**src/fosc_pkg.sv**
```systemverilog
// Package with the register map, field positions and codes of the flash status/control block.
package fosc_pkg;

  // ********************************************************
  // Register byte addresses
  // ********************************************************
  localparam logic [7:0] MAIN_KEY_OFS   = 8'h04;
  localparam logic [7:0] USD_KEY_OFS    = 8'h08;
  localparam logic [7:0] STATUS_OFS     = 8'h0c;
  localparam logic [7:0] CONTROL_OFS    = 8'h10;
  localparam logic [7:0] ERASE_ADDR_OFS = 8'h14;

  // ********************************************************
  // Status fields
  // ********************************************************
  localparam int ST_BUSY_BIT    = 0;
  localparam int ST_FAULT_BIT   = 2;
  localparam int ST_PROTECT_BIT = 4;
  localparam int ST_DONE_BIT    = 5;

  // ********************************************************
  // Control fields
  // ********************************************************
  localparam int CT_MAIN_PROG_BIT = 0;
  localparam int CT_SECTOR_BIT    = 1;
  localparam int CT_BANK_BIT      = 2;
  localparam int CT_USD_PROG_BIT  = 4;
  localparam int CT_USD_ERASE_BIT = 5;
  localparam int CT_TRIGGER_BIT   = 6;
  localparam int CT_LOCK_BIT      = 7;
  localparam int CT_UNLOCKED_BIT  = 9;
  localparam int CT_FAULT_IE_BIT  = 10;
  localparam int CT_DONE_IE_BIT   = 12;
  localparam int CT_LOW_POWER_BIT = 17;

  // ********************************************************
  // Reset values and erased word
  // ********************************************************
  localparam logic [31:0] CONTROL_RESET = 32'h0002_0080;
  localparam logic [31:0] ERASE_ADDR_RESET = 32'h0000_0000;
  localparam logic [15:0] ERASED_WORD   = 16'hffff;

  // ********************************************************
  // Commands to the flash array
  // ********************************************************
  localparam logic [2:0] CMD_NONE         = 3'h0;
  localparam logic [2:0] CMD_SECTOR_ERASE = 3'h1;
  localparam logic [2:0] CMD_BANK_ERASE   = 3'h2;
  localparam logic [2:0] CMD_USD_ERASE    = 3'h3;
  localparam logic [2:0] CMD_MAIN_PROGRAM = 3'h4;
  localparam logic [2:0] CMD_USD_PROGRAM  = 3'h5;

  typedef enum logic [1:0] {
    FOSC_IDLE = 2'b01,
    FOSC_BUSY = 2'b10
  } fosc_state_e;

endpackage

```
**src/fosc_ctrl.sv**
```systemverilog
// Flash operation status and control register block with flash array sequencing.
//
// Strobed register access and the placing of the registers were chosen for this implementation.
`timescale 1ns/1ps

// Behaviour
// - User-data key register is write-only, reads zero
// - Done flag set on completion, write-one clears
// - Protection error flag on protected main-array program, W1C
// - Program fault flag when target not erased
// - Busy flag high while operation in progress
// - Low-power enable plus deep sleep powers flash down
// - Done interrupt enable gates done interrupt
// - Error enable gates both error flags
// - Unlocked bit set by key, gates user-data ops
// - Writing zero relocks user-data area
// - Lock bit resets to one, key clears it
// - Writing one relocks erase and program
// - Erase trigger starts erase, cleared on completion
// - User-data erase select makes erase user-data erase
// - User-data program select targets user-data area
// - Bank and sector selects choose erase extent
// - Main program select makes writes program array
// - Reserved bits read zero, writes ignored
// - Main key register write-only, reads zero
module fosc_ctrl #(
  parameter logic [31:0] KEY_FIRST  = 32'h1234_5678,
  parameter logic [31:0] KEY_SECOND = 32'h9abc_def0
) (
  // Clock and reset
  input  wire logic        clock,
  input  wire logic        rst,
  // Register port
  input  wire logic [7:0]  reg_addr,
  input  wire logic [31:0] reg_wdata,
  input  wire logic        reg_write,
  input  wire logic        reg_read,
  output logic      [31:0] reg_rdata_q,
  // Program writes into the flash address space
  input  wire logic        prog_write,
  input  wire logic [31:0] prog_addr,
  input  wire logic [15:0] prog_data,
  // Flash array
  input  wire logic        array_done,
  input  wire logic        target_protected,
  input  wire logic [15:0] target_word,
  output logic             flash_start_q,
  output logic      [2:0]  flash_cmd_q,
  output logic      [31:0] flash_addr_q,
  output logic      [15:0] flash_data_q,
  output logic             flash_low_power_q,
  // System
  input  wire logic        deep_sleep,
  output logic             flash_irq_q
);

  // ********************************************************
  // Decode
  // ********************************************************
  logic              wr_status;
  logic              wr_control;
  logic              wr_main_key;
  logic              wr_usd_key;
  logic              wr_erase_addr;
  logic              done_flag_q;
  logic              protect_flag_q;
  logic              fault_flag_q;
  logic              lock_q;
  logic              unlocked_q;
  logic              trigger_q;
  logic              main_sel_q;
  logic              sector_sel_q;
  logic              bank_sel_q;
  logic              usd_prog_sel_q;
  logic              usd_erase_sel_q;
  logic              done_ie_q;
  logic              fault_ie_q;
  logic              low_power_q;
  logic              main_key_half_q;
  logic              usd_key_half_q;
  logic [31:0]       erase_addr_q;
  fosc_pkg::fosc_state_e state_q;
  logic              idle;
  logic              op_complete;
  logic              erase_go;
  logic [2:0]        erase_cmd;
  logic              prog_ok;
  logic              prog_go;
  logic              prog_protect_err;
  logic              prog_fault_err;
  logic              relock_wr;

  function automatic logic hit(input logic [7:0] ofs);
    hit = reg_write && (reg_addr == ofs);
  endfunction

  assign wr_status     = hit(fosc_pkg::STATUS_OFS);
  assign wr_control    = hit(fosc_pkg::CONTROL_OFS);
  assign wr_main_key   = hit(fosc_pkg::MAIN_KEY_OFS);
  assign wr_usd_key    = hit(fosc_pkg::USD_KEY_OFS);
  assign wr_erase_addr = hit(fosc_pkg::ERASE_ADDR_OFS);

  assign idle        = (state_q == fosc_pkg::FOSC_IDLE);
  assign op_complete = (state_q == fosc_pkg::FOSC_BUSY) && array_done;

  // ********************************************************
  // Operation launch
  // ********************************************************
  // Erase kind selection.
  // The selects written together with the trigger decide the erase, so one write may
  // both choose and start it.
  always_comb begin
    if (reg_wdata[fosc_pkg::CT_USD_ERASE_BIT]) begin
      erase_cmd = fosc_pkg::CMD_USD_ERASE;
    end else if (reg_wdata[fosc_pkg::CT_BANK_BIT]) begin
      erase_cmd = fosc_pkg::CMD_BANK_ERASE;
    end else if (reg_wdata[fosc_pkg::CT_SECTOR_BIT]) begin
      erase_cmd = fosc_pkg::CMD_SECTOR_ERASE;
    end else begin
      erase_cmd = fosc_pkg::CMD_NONE;
    end
  end

  // Erase request launches only when the block may run it.
  // A user-data erase while relocked is refused, which keeps the trigger low.
  // A relock write refuses any launch in its own cycle as well.
  assign relock_wr = wr_control && reg_wdata[fosc_pkg::CT_LOCK_BIT];
  assign erase_go = wr_control && reg_wdata[fosc_pkg::CT_TRIGGER_BIT] && idle && !lock_q &&
                    !relock_wr && (erase_cmd != fosc_pkg::CMD_NONE) &&
                    (!reg_wdata[fosc_pkg::CT_USD_ERASE_BIT] ||
                     (unlocked_q && reg_wdata[fosc_pkg::CT_UNLOCKED_BIT]));

  // Program writes count only with a program select set.
  assign prog_ok = prog_write && idle && !lock_q && !relock_wr &&
                   (main_sel_q || (usd_prog_sel_q && unlocked_q));
  assign prog_protect_err = prog_ok && main_sel_q && target_protected;
  // Target does not hold the erased value.
  assign prog_fault_err = prog_ok && !prog_protect_err && (target_word != fosc_pkg::ERASED_WORD);
  assign prog_go = prog_ok && !prog_protect_err && !prog_fault_err;

  // ********************************************************
  // Sequencer
  // ********************************************************
  // Busy from launch until the array reports completion.
  always_ff @(posedge clock or posedge rst) begin
    if (rst) begin
      state_q <= fosc_pkg::FOSC_IDLE;
    end else begin
      case (state_q)
        fosc_pkg::FOSC_IDLE: begin
          if (erase_go || prog_go) begin
            state_q <= fosc_pkg::FOSC_BUSY;
          end
        end
        fosc_pkg::FOSC_BUSY: begin
          if (array_done) begin
            state_q <= fosc_pkg::FOSC_IDLE;
          end
        end
        default: state_q <= fosc_pkg::FOSC_IDLE;
      endcase
    end
  end

  always_ff @(posedge clock or posedge rst) begin
    if (rst) begin
      flash_start_q <= 1'b0;
      flash_cmd_q   <= fosc_pkg::CMD_NONE;
      flash_addr_q  <= 32'h0000_0000;
      flash_data_q  <= 16'h0000;
    end else begin
      flash_start_q <= erase_go || prog_go;
      if (erase_go) begin
        flash_cmd_q  <= erase_cmd;
        // Erase goes to the address software stored beforehand.
        flash_addr_q <= erase_addr_q;
      end else if (prog_go) begin
        flash_cmd_q  <= main_sel_q ? fosc_pkg::CMD_MAIN_PROGRAM : fosc_pkg::CMD_USD_PROGRAM;
        flash_addr_q <= prog_addr;
        flash_data_q <= prog_data;
      end
    end
  end

  always_ff @(posedge clock or posedge rst) begin
    if (rst) begin
      erase_addr_q <= fosc_pkg::ERASE_ADDR_RESET;
    end else if (wr_erase_addr) begin
      erase_addr_q <= reg_wdata;
    end
  end

  // ********************************************************
  // Status flags
  // ********************************************************
  // Set wins over a write-one clear in the same cycle so no event is lost.
  always_ff @(posedge clock or posedge rst) begin
    if (rst) begin
      done_flag_q    <= 1'b0;
      protect_flag_q <= 1'b0;
      fault_flag_q   <= 1'b0;
    end else begin
      if (op_complete) begin
        done_flag_q <= 1'b1;
      end else if (wr_status && reg_wdata[fosc_pkg::ST_DONE_BIT]) begin
        done_flag_q <= 1'b0;
      end
      if (prog_protect_err) begin
        protect_flag_q <= 1'b1;
      end else if (wr_status && reg_wdata[fosc_pkg::ST_PROTECT_BIT]) begin
        protect_flag_q <= 1'b0;
      end
      if (prog_fault_err) begin
        fault_flag_q <= 1'b1;
      end else if (wr_status && reg_wdata[fosc_pkg::ST_FAULT_BIT]) begin
        fault_flag_q <= 1'b0;
      end
    end
  end

  // ********************************************************
  // Unlock sequences
  // ********************************************************
  // Two key words in a row unlock; any other word restarts the sequence.
  always_ff @(posedge clock or posedge rst) begin
    if (rst) begin
      main_key_half_q <= 1'b0;
      usd_key_half_q  <= 1'b0;
    end else begin
      if (wr_main_key) begin
        main_key_half_q <= !main_key_half_q && (reg_wdata == KEY_FIRST);
      end
      if (wr_usd_key) begin
        usd_key_half_q <= !usd_key_half_q && (reg_wdata == KEY_FIRST);
      end
    end
  end

  // ********************************************************
  // Control register
  // ********************************************************
  always_ff @(posedge clock or posedge rst) begin
    if (rst) begin
      lock_q <= fosc_pkg::CONTROL_RESET[fosc_pkg::CT_LOCK_BIT];
    end else if (wr_control && reg_wdata[fosc_pkg::CT_LOCK_BIT]) begin
      lock_q <= 1'b1;
    end else if (wr_main_key && main_key_half_q && (reg_wdata == KEY_SECOND)) begin
      // Correct key pair clears the lock.
      lock_q <= 1'b0;
    end
  end

  always_ff @(posedge clock or posedge rst) begin
    if (rst) begin
      unlocked_q <= fosc_pkg::CONTROL_RESET[fosc_pkg::CT_UNLOCKED_BIT];
    end else if (wr_control && !reg_wdata[fosc_pkg::CT_UNLOCKED_BIT]) begin
      // Writing zero relocks the user-data area.
      unlocked_q <= 1'b0;
    end else if (wr_usd_key && usd_key_half_q && (reg_wdata == KEY_SECOND)) begin
      unlocked_q <= 1'b1;
    end
  end

  always_ff @(posedge clock or posedge rst) begin
    if (rst) begin
      trigger_q <= fosc_pkg::CONTROL_RESET[fosc_pkg::CT_TRIGGER_BIT];
    end else if (erase_go) begin
      trigger_q <= 1'b1;
    end else if (op_complete) begin
      // Cleared by hardware when the erase finishes.
      trigger_q <= 1'b0;
    end
  end

  // Selects are read/write fields frozen while busy; enables are plain read/write fields written at any time.
  always_ff @(posedge clock or posedge rst) begin
    if (rst) begin
      main_sel_q      <= fosc_pkg::CONTROL_RESET[fosc_pkg::CT_MAIN_PROG_BIT];
      sector_sel_q    <= fosc_pkg::CONTROL_RESET[fosc_pkg::CT_SECTOR_BIT];
      bank_sel_q      <= fosc_pkg::CONTROL_RESET[fosc_pkg::CT_BANK_BIT];
      usd_prog_sel_q  <= fosc_pkg::CONTROL_RESET[fosc_pkg::CT_USD_PROG_BIT];
      usd_erase_sel_q <= fosc_pkg::CONTROL_RESET[fosc_pkg::CT_USD_ERASE_BIT];
      fault_ie_q      <= fosc_pkg::CONTROL_RESET[fosc_pkg::CT_FAULT_IE_BIT];
      done_ie_q       <= fosc_pkg::CONTROL_RESET[fosc_pkg::CT_DONE_IE_BIT];
      low_power_q     <= 1'b0;
    end else if (wr_control) begin
      fault_ie_q  <= reg_wdata[fosc_pkg::CT_FAULT_IE_BIT];
      done_ie_q   <= reg_wdata[fosc_pkg::CT_DONE_IE_BIT];
      low_power_q <= reg_wdata[fosc_pkg::CT_LOW_POWER_BIT];
      if (idle) begin
        main_sel_q      <= reg_wdata[fosc_pkg::CT_MAIN_PROG_BIT];
        sector_sel_q    <= reg_wdata[fosc_pkg::CT_SECTOR_BIT];
        bank_sel_q      <= reg_wdata[fosc_pkg::CT_BANK_BIT];
        usd_prog_sel_q  <= reg_wdata[fosc_pkg::CT_USD_PROG_BIT];
        usd_erase_sel_q <= reg_wdata[fosc_pkg::CT_USD_ERASE_BIT];
      end
    end
  end

  // ********************************************************
  // Outputs to the system
  // ********************************************************
  always_ff @(posedge clock or posedge rst) begin
    if (rst) begin
      flash_low_power_q <= 1'b0;
      flash_irq_q       <= 1'b0;
    end else begin
      // Power down only in deep sleep with the enable set.
      flash_low_power_q <= low_power_q && deep_sleep;
      flash_irq_q <= (done_flag_q && done_ie_q) ||
                     ((protect_flag_q || fault_flag_q) && fault_ie_q);
    end
  end

  // ********************************************************
  // Register read
  // ********************************************************
  always_ff @(posedge clock or posedge rst) begin
    if (rst) begin
      reg_rdata_q <= 32'h0000_0000;
    end else begin
      // Keys, reserved bits and holes read zero.
      reg_rdata_q <= 32'h0000_0000;
      if (reg_read && (reg_addr == fosc_pkg::STATUS_OFS)) begin
        reg_rdata_q[fosc_pkg::ST_BUSY_BIT]    <= !idle;
        reg_rdata_q[fosc_pkg::ST_FAULT_BIT]   <= fault_flag_q;
        reg_rdata_q[fosc_pkg::ST_PROTECT_BIT] <= protect_flag_q;
        reg_rdata_q[fosc_pkg::ST_DONE_BIT]    <= done_flag_q;
      end else if (reg_read && (reg_addr == fosc_pkg::CONTROL_OFS)) begin
        reg_rdata_q[fosc_pkg::CT_MAIN_PROG_BIT]  <= main_sel_q;
        reg_rdata_q[fosc_pkg::CT_SECTOR_BIT]     <= sector_sel_q;
        reg_rdata_q[fosc_pkg::CT_BANK_BIT]       <= bank_sel_q;
        reg_rdata_q[fosc_pkg::CT_USD_PROG_BIT]   <= usd_prog_sel_q;
        reg_rdata_q[fosc_pkg::CT_USD_ERASE_BIT]  <= usd_erase_sel_q;
        reg_rdata_q[fosc_pkg::CT_TRIGGER_BIT]    <= trigger_q;
        reg_rdata_q[fosc_pkg::CT_LOCK_BIT]       <= lock_q;
        reg_rdata_q[fosc_pkg::CT_UNLOCKED_BIT]   <= unlocked_q;
        reg_rdata_q[fosc_pkg::CT_FAULT_IE_BIT]   <= fault_ie_q;
        reg_rdata_q[fosc_pkg::CT_DONE_IE_BIT]    <= done_ie_q;
        reg_rdata_q[fosc_pkg::CT_LOW_POWER_BIT]  <= low_power_q;
      end
    end
  end
endmodule

```
**config.mk**
```make
export PLATFORM = sky130hd
export DESIGN_NAME = fosc_ctrl
export DESIGN_NICKNAME = d
export VERILOG_FILES = /design/src/fosc_pkg.sv /design/src/fosc_ctrl.sv
export SDC_FILE = /design/constraint.sdc
export NUM_CORES = 1
export LEC_CHECK = 0
export BUFFER_PORTS_ARGS = -buffer_cell sky130_fd_sc_hd__clkbuf_2
export CAP_MARGIN = 20
export CORE_ASPECT_RATIO = 0.5
export CORE_MARGIN = 2
export CORE_UTILIZATION = 49
export DETAILED_ROUTE_END_ITERATION = 6
export PLACE_DENSITY = 0.8
export SYNTH_ARGS = -nofsm -noshare
export SYNTH_HDL_FRONTEND = slang
export SYNTH_SLANG_ARGS = --single-unit
export TNS_END_PERCENT = 20
```
**constraint.sdc**
```tcl
create_clock -name clock -period 5.29 [get_ports clock]
set_clock_uncertainty 0.05 [all_clocks]
set_input_delay 1.058 -clock clock [delete_from_list [all_inputs] [get_ports clock]]
set_output_delay 1.058 -clock clock [all_outputs]
set_load 0.005 [all_outputs]
```
# After elaboration in Yosys (flattened, before gate mapping)
# Cells that the tools add are included.
word_totals:
  register_bits: 115
  latchBits: 0
  ramBits: 0
  romBits: 0
  input_bits: 112
  out_inout_bits: 86
  word_cells: 138
  mem_count: 0
classes:
  n_addsub: 0
  multipliers: 0
  n_div: 0
  order_cmp: 0
  eq_ne: 12
  shifts: 0
  muxes: 36
  bitwise: 1
  n_reduce_logical: 64
op_table:
  columns: ["operator", "n"]
  rows:
  - ["32-bit 2-to-1 mux", 2]
  - ["1-bit logical AND", 39]
  - ["32-bit by 29-bit equality test with 1-bit output, second input constant", 1]
  - ["32-bit equality test, second input constant", 1]
  - ["1-bit 2-to-1 mux", 21]
  - ["8-bit by 4-bit equality test with 1-bit output, second input constant", 2]
  - ["8-bit by 5-bit equality test with 1-bit output, second input constant", 2]
  - ["2-bit 2-to-1 mux", 8]
  - ["16-bit inequality test, second input constant", 1]
  - ["2-bit nonzero test", 7]
  - ["1-bit logical NOT", 9]
  - ["3-bit 2-to-1 mux", 3]
  - ["8-bit by 3-bit equality test with 1-bit output, second input constant", 1]
  - ["2-bit AND reduction", 3]
  - ["1-bit logical OR", 5]
  - ["4-bit 2-to-1 mux", 1]
  - ["2-bit one-hot mux with 2 select lines", 1]
  - ["3-bit nonzero test", 1]
  - ["2-bit by 1-bit equality test with 1-bit output, second input constant", 1]
  - ["2-bit equality test, second input constant", 1]
  - ["2-bit by 1-bit inequality test with 1-bit output, second input constant", 1]
  - ["2-bit inequality test, second input constant", 1]
  - ["1-bit NOT", 1]

# Longest topological paths before layout
logic_depth:
  ltp_word: 16
  ltp_mapped: 7
  mapped_depth_nobuf: 5

# Worst setup path after synthesis
# OpenSTA, ideal clock, no wires.
synth_timing:
  kind: "input -> register"
  from: "input target_word[14]"
  to: "register flash_data_q[0]"
  setup_time_ns: 0.128
  arrival_ns: 2.650
  required_time_ns: 5.112
  slack_ns: 2.462
  path_stages: 7
  n_path_buf: 2
  path_cell_list: "nand4_1 -> nor4_1 -> nand3_1 -> buf_4 -> nor2_2 -> buf_4 -> mux2_1"
synth_between:
  elab_chain_len: 5
synth_rtl:
  columns: ["item", "line", "text"]
  rows:
  - ["start: declaration", "fosc_ctrl.sv:46", "input wire logic [15:0] target_word,"]
  - ["16-bit inequality test", "fosc_ctrl.sv:138", "assign prog_fault_err = prog_ok && !prog_protect_err && (target_word != fosc_pkg::ERASED_WORD);"]
  - ["1-bit logical AND", "fosc_ctrl.sv:138", null]
  - ["1-bit logical NOT", "fosc_ctrl.sv:139", "assign prog_go = prog_ok && !prog_protect_err && !prog_fault_err;"]
  - ["1-bit logical AND", "fosc_ctrl.sv:139", null]
  - ["2-bit AND reduction (no line)", null, null]
  - ["end signal: assignment", "fosc_ctrl.sv:180", "flash_data_q <= prog_data;"]
  - ["end: declaration", "fosc_ctrl.sv:50", "output logic [15:0] flash_data_q,"]
# Every way passes these cells.
# A chain may end at the register's enable or synchronous reset.

# Worst setup path after layout
layout_timing:
  from: "input reg_addr[5]"
  to: "register flash_addr_q[24]"
layout_between:
  elab_chain_len: 14
  elab_cells_between_ends: 21
  classes_between: "eq/ne: 1; mux: 1; reduce/logical: 19"
layout_rtl:
  columns: ["item", "line", "text"]
  rows:
  - ["start: declaration", "fosc_ctrl.sv:34", "input wire logic [7:0] reg_addr,"]
  - ["8-bit by 5-bit equality test with 1-bit output (*)", "fosc_ctrl.sv:94", "hit = reg_write && (reg_addr == ofs);"]
  - ["1-bit logical AND (*)", "fosc_ctrl.sv:94", null]
  - ["1-bit logical AND", "fosc_ctrl.sv:127", "assign relock_wr = wr_control && reg_wdata[fosc_pkg::CT_LOCK_BIT];"]
  - ["1-bit logical NOT", "fosc_ctrl.sv:129, fosc_ctrl.sv:134", null]
  - ["1-bit logical AND (2 in series)", "fosc_ctrl.sv:134", "assign prog_ok = prog_write && idle && !lock_q && !relock_wr &&"]
  - ["1-bit logical AND (2 in series)", "fosc_ctrl.sv:136", "assign prog_protect_err = prog_ok && main_sel_q && target_protected;"]
  - ["1-bit logical NOT", "fosc_ctrl.sv:138, fosc_ctrl.sv:139", null]
  - ["1-bit logical AND", "fosc_ctrl.sv:138, fosc_ctrl.sv:139", null]
  - ["1-bit logical AND", "fosc_ctrl.sv:138", null]
  - ["1-bit logical NOT", "fosc_ctrl.sv:139", null]
  - ["1-bit logical AND", "fosc_ctrl.sv:139", null]
  - ["2-bit nonzero test (no line)", null, null]
  - ["end signal: assignment", "fosc_ctrl.sv:176", "flash_addr_q <= erase_addr_q;"]
  - ["end signal: assignment", "fosc_ctrl.sv:179", "flash_addr_q <= prog_addr;"]
  - ["end: declaration", "fosc_ctrl.sv:49", "output logic [31:0] flash_addr_q,"]
# Every way passes the cells marked *; elsewhere a longest branch is shown, timed or not.

==> results.sh <==
export IMPL_die_area_um2=11200
export IMPL_switching_power_uw=443
export IMPL_synth_edf_count=0
export IMPL_hold_class="reg -> reg"
export IMPL_r2r_slack_ns=2.66
export IMPL_synthArstFlopShare_pct=100
export IMPL_p_seq_share_pct=44.1
export IMPL_ctsRootBufferMaster="clkbuf_16"
export IMPL_min_to="trigger_q"
export IMPL_wl_um=11600
export IMPL_hold_depth=2
export IMPL_rows=26
export IMPL_r2r_start="state_q[0]"
export IMPL_path_class="in -> reg"
export IMPL_period_share_pct=58.0
export IMPL_antenna_cells=0
export IMPL_clock_power_share_pct=50.4
export IMPL_grt_pass1_vias=3476
export IMPL_yosysMostFrequentCell="dfrtp_1"
export IMPL_drive_gt1_share_pct=42.6
export IMPL_initial_utilization_pct=49.9
export IMPL_slew_headroom_pct=45.3
export IMPL_hold_start="trigger_q"
export IMPL_arrival_ns=3.30
export IMPL_cts_buffer_depth=2
export IMPL_place_area_um2=5930
export IMPL_globalplace_congestion=0.865
export IMPL_ir_worst_vdd_mv=0.250
export IMPL_startpoint_type="primary input"
export IMPL_comb_power_share_pct=5.5
export IMPL_rr_worst_depth=6
export IMPL_clk_pin_slew_ns=0.05
export IMPL_endpoint_kind="register"
export IMPL_fill_cells=799
export IMPL_place_ws_ns=1.51
export IMPL_drt_antenna_violating_nets=0
export IMPL_antenna_found_initial=0
export IMPL_setup_violations=0
export IMPL_finalHoldViolations=0
export IMPL_hpwlAfterDp_um=8340
export IMPL_numPortBuffers=176
export IMPL_power_density_nw_per_um2=320
export IMPL_synth_seq_area_share_pct=57.1
export IMPL_area_growth_pct=29.2
export IMPL_postCtsSetupBuffers=0
export IMPL_cp_max_fo=56
export IMPL_cap_violations=0
export IMPL_synth_largest_area_cell="dfrtp_1"
export IMPL_ys_warn_count=0
export IMPL_synth_top_area_share_pct=56.0
export IMPL_cts_hold_fix_buffers=0
export IMPL_cts_tree="yes"
export IMPL_cts_resized=0
export IMPL_finalInstanceArea_um2=6520
export IMPL_regToRegEndpoint="flash_addr_q[24]"
export IMPL_clk_latency_ns=0.41
export IMPL_whs_ns=0.429
export IMPL_synthesis_area_um2=5050
export IMPL_outcome="completed"
export IMPL_synth_seq_cells=115
export IMPL_slew_violations=0
export IMPL_drc=0
export IMPL_critical_path_required_ns=5.52
export IMPL_synthTopCellsByCount="dfrtp_1 (113), mux2_2 (40), nor2_1 (39)"
export IMPL_die_w_um=148
export IMPL_fin_crit_ns=3.07
export IMPL_coreArea_um2=10100
export IMPL_syn_avg_cell_area_um2=12.0
export IMPL_timing_fmax_mhz=326
export IMPL_grt_first_pass_wirelength_um=17700
export IMPL_leakage_uw=0.00381
export IMPL_dominantRegCellSynth="dfrtp_1"
export IMPL_grt_util_all_layers_pct=21.3
export IMPL_setup_tns_ns=0
export IMPL_routed_via_density=5.05
export IMPL_overflow=0
export IMPL_vias=3789
export IMPL_drt_initial_drc_count=190
export IMPL_fin_ws_ns=2.22
export IMPL_rsz0062_at_grt="false"
export IMPL_io_pins=198
export IMPL_wl_per_cell_um=15.5
export IMPL_sw_frac_of_total_pct=21.3
export IMPL_cts_max_level=4
export IMPL_synth_distinct_cells=44
export IMPL_fp_dieH_um=75.8
export IMPL_ys_top_cells_by_area="dfrtp_1 (56%), mux2_2 (8.9%), mux2i_1 (6.5%), buf_4 (3.7%), a21oi_1 (3.5%)"
export IMPL_grt_max_degree=86
export IMPL_cts_sinks=115
export IMPL_p_int_uw=1640
export IMPL_syn_inst=419
export IMPL_numCtsBuffers=17
export IMPL_worst_pin_slew_ns=0.820
export IMPL_nets=713
export IMPL_firstDrtPassIters=6
## power by group through the flow
stage,registers (µW),clock network [µW],logic (µW)
after global routing,921,1110,128
after global placement,932,0,109
after detailed placement,933,0,111
after floorplan,928,0,57.7
after CTS,918,1070,112
final,919,1050,114
## metal layers
layer | wire (µm) | GRT usage, %
met1 | 4920 | 27.8
met2 | 5620 | 33.1
met3 | 841 | 7.37
met4 | 232 | 9.08
met5 | 0 | 0
## area by class of cell
class                      count  area, µm²  area share (%)
tap                          140        175            2.69
clock buffer                  23        488            7.48
inverter                       8       32.5           0.499
sequential                   115       2880            44.2
clock inverter                 6       55.1           0.844
multi-input combinational    278       1940            29.7
timing repair buffer         181        951            14.6
## placed cells by master, fill, tap and decap left out, types with 2 or more instances in the layout
master,synthesis,layout
clkbuf_2,0,176
clkbuf_1,4,2
a21oi_1,35,35
conb_1,1,21
buf_4,25,3
clkinv_2,0,5
nand4b_1,2,2
nand2_1,24,24
nand4_1,8,8
clkbuf_16,0,17
and2_1,8,8
nor4b_1,2,2
and4_1,2,2
nand3_2,1,2
a22o_1,5,5
dfstp_2,2,2
nor4bb_1,3,3
mux2_2,40,40
nand2b_1,2,2
clkbuf_8,0,4
nor4_1,4,4
mux2_1,10,10
nor2_1,39,39
o21ai_0,14,14
inv_1,8,7
mux2i_1,33,33
dfrtp_1,113,113
nand3_1,6,5
a31oi_1,2,2
## how the worst max path moves through the flow
stage | startpoint | endpoint | slack (ns) | cells after the start
after detailed placement | reg_addr[5] | flash_addr_q[20] | 1.51 | 6
after CTS | reg_addr[5] | flash_cmd_q[0] | 1.93 | 6
after floorplan | rst | bank_sel_q | 1.14 | 1
final | reg_addr[5] | flash_addr_q[24] | 2.22 | 7
after global placement | reg_addr[5] | flash_cmd_q[0] | 1.61 | 6
after global routing | reg_addr[5] | flash_addr_q[11] | 2.02 | 7
## flip-flops by register name (all words and copies together) (netlist names), 2 cells and up
| signal | cells |
|---|---|
| erase_addr_q | 32 |
| flash_addr_q | 32 |
| flash_data_q | 16 |
| reg_rdata_q | 11 |
| flash_cmd_q | 3 |
| state_q | 2 |
## per-stage QoR
step / total power (µW) / std cells / utilization (%)
final: 2080 / 751 / 64.4
after global routing: 2160 / 751 / 64.4
after CTS: 2100 / 749 / 64.0
after floorplan: 986 / 439 / -
after detailed placement: 1040 / 720 / 58.6
after global placement: 1040 / 720 / 58.6
## critical path: stages
cell      delay [ns]
clkbuf_2        0.11
nor4b_4         0.41
nand4_2         0.29
or4_2           0.93
buf_12          0.27
nor2_1          0.14
a21oi_1         0.05
## logic make-up after synthesis
group | synth area share (%)
AOI/OAI and AO/OA | 6.72
buffers and inverters | 6.12
DFF | 57.1
muxes | 17.7
other | 0.0743
and+or+nand+nor | 12.3
(Power assumes the default switching activity.)
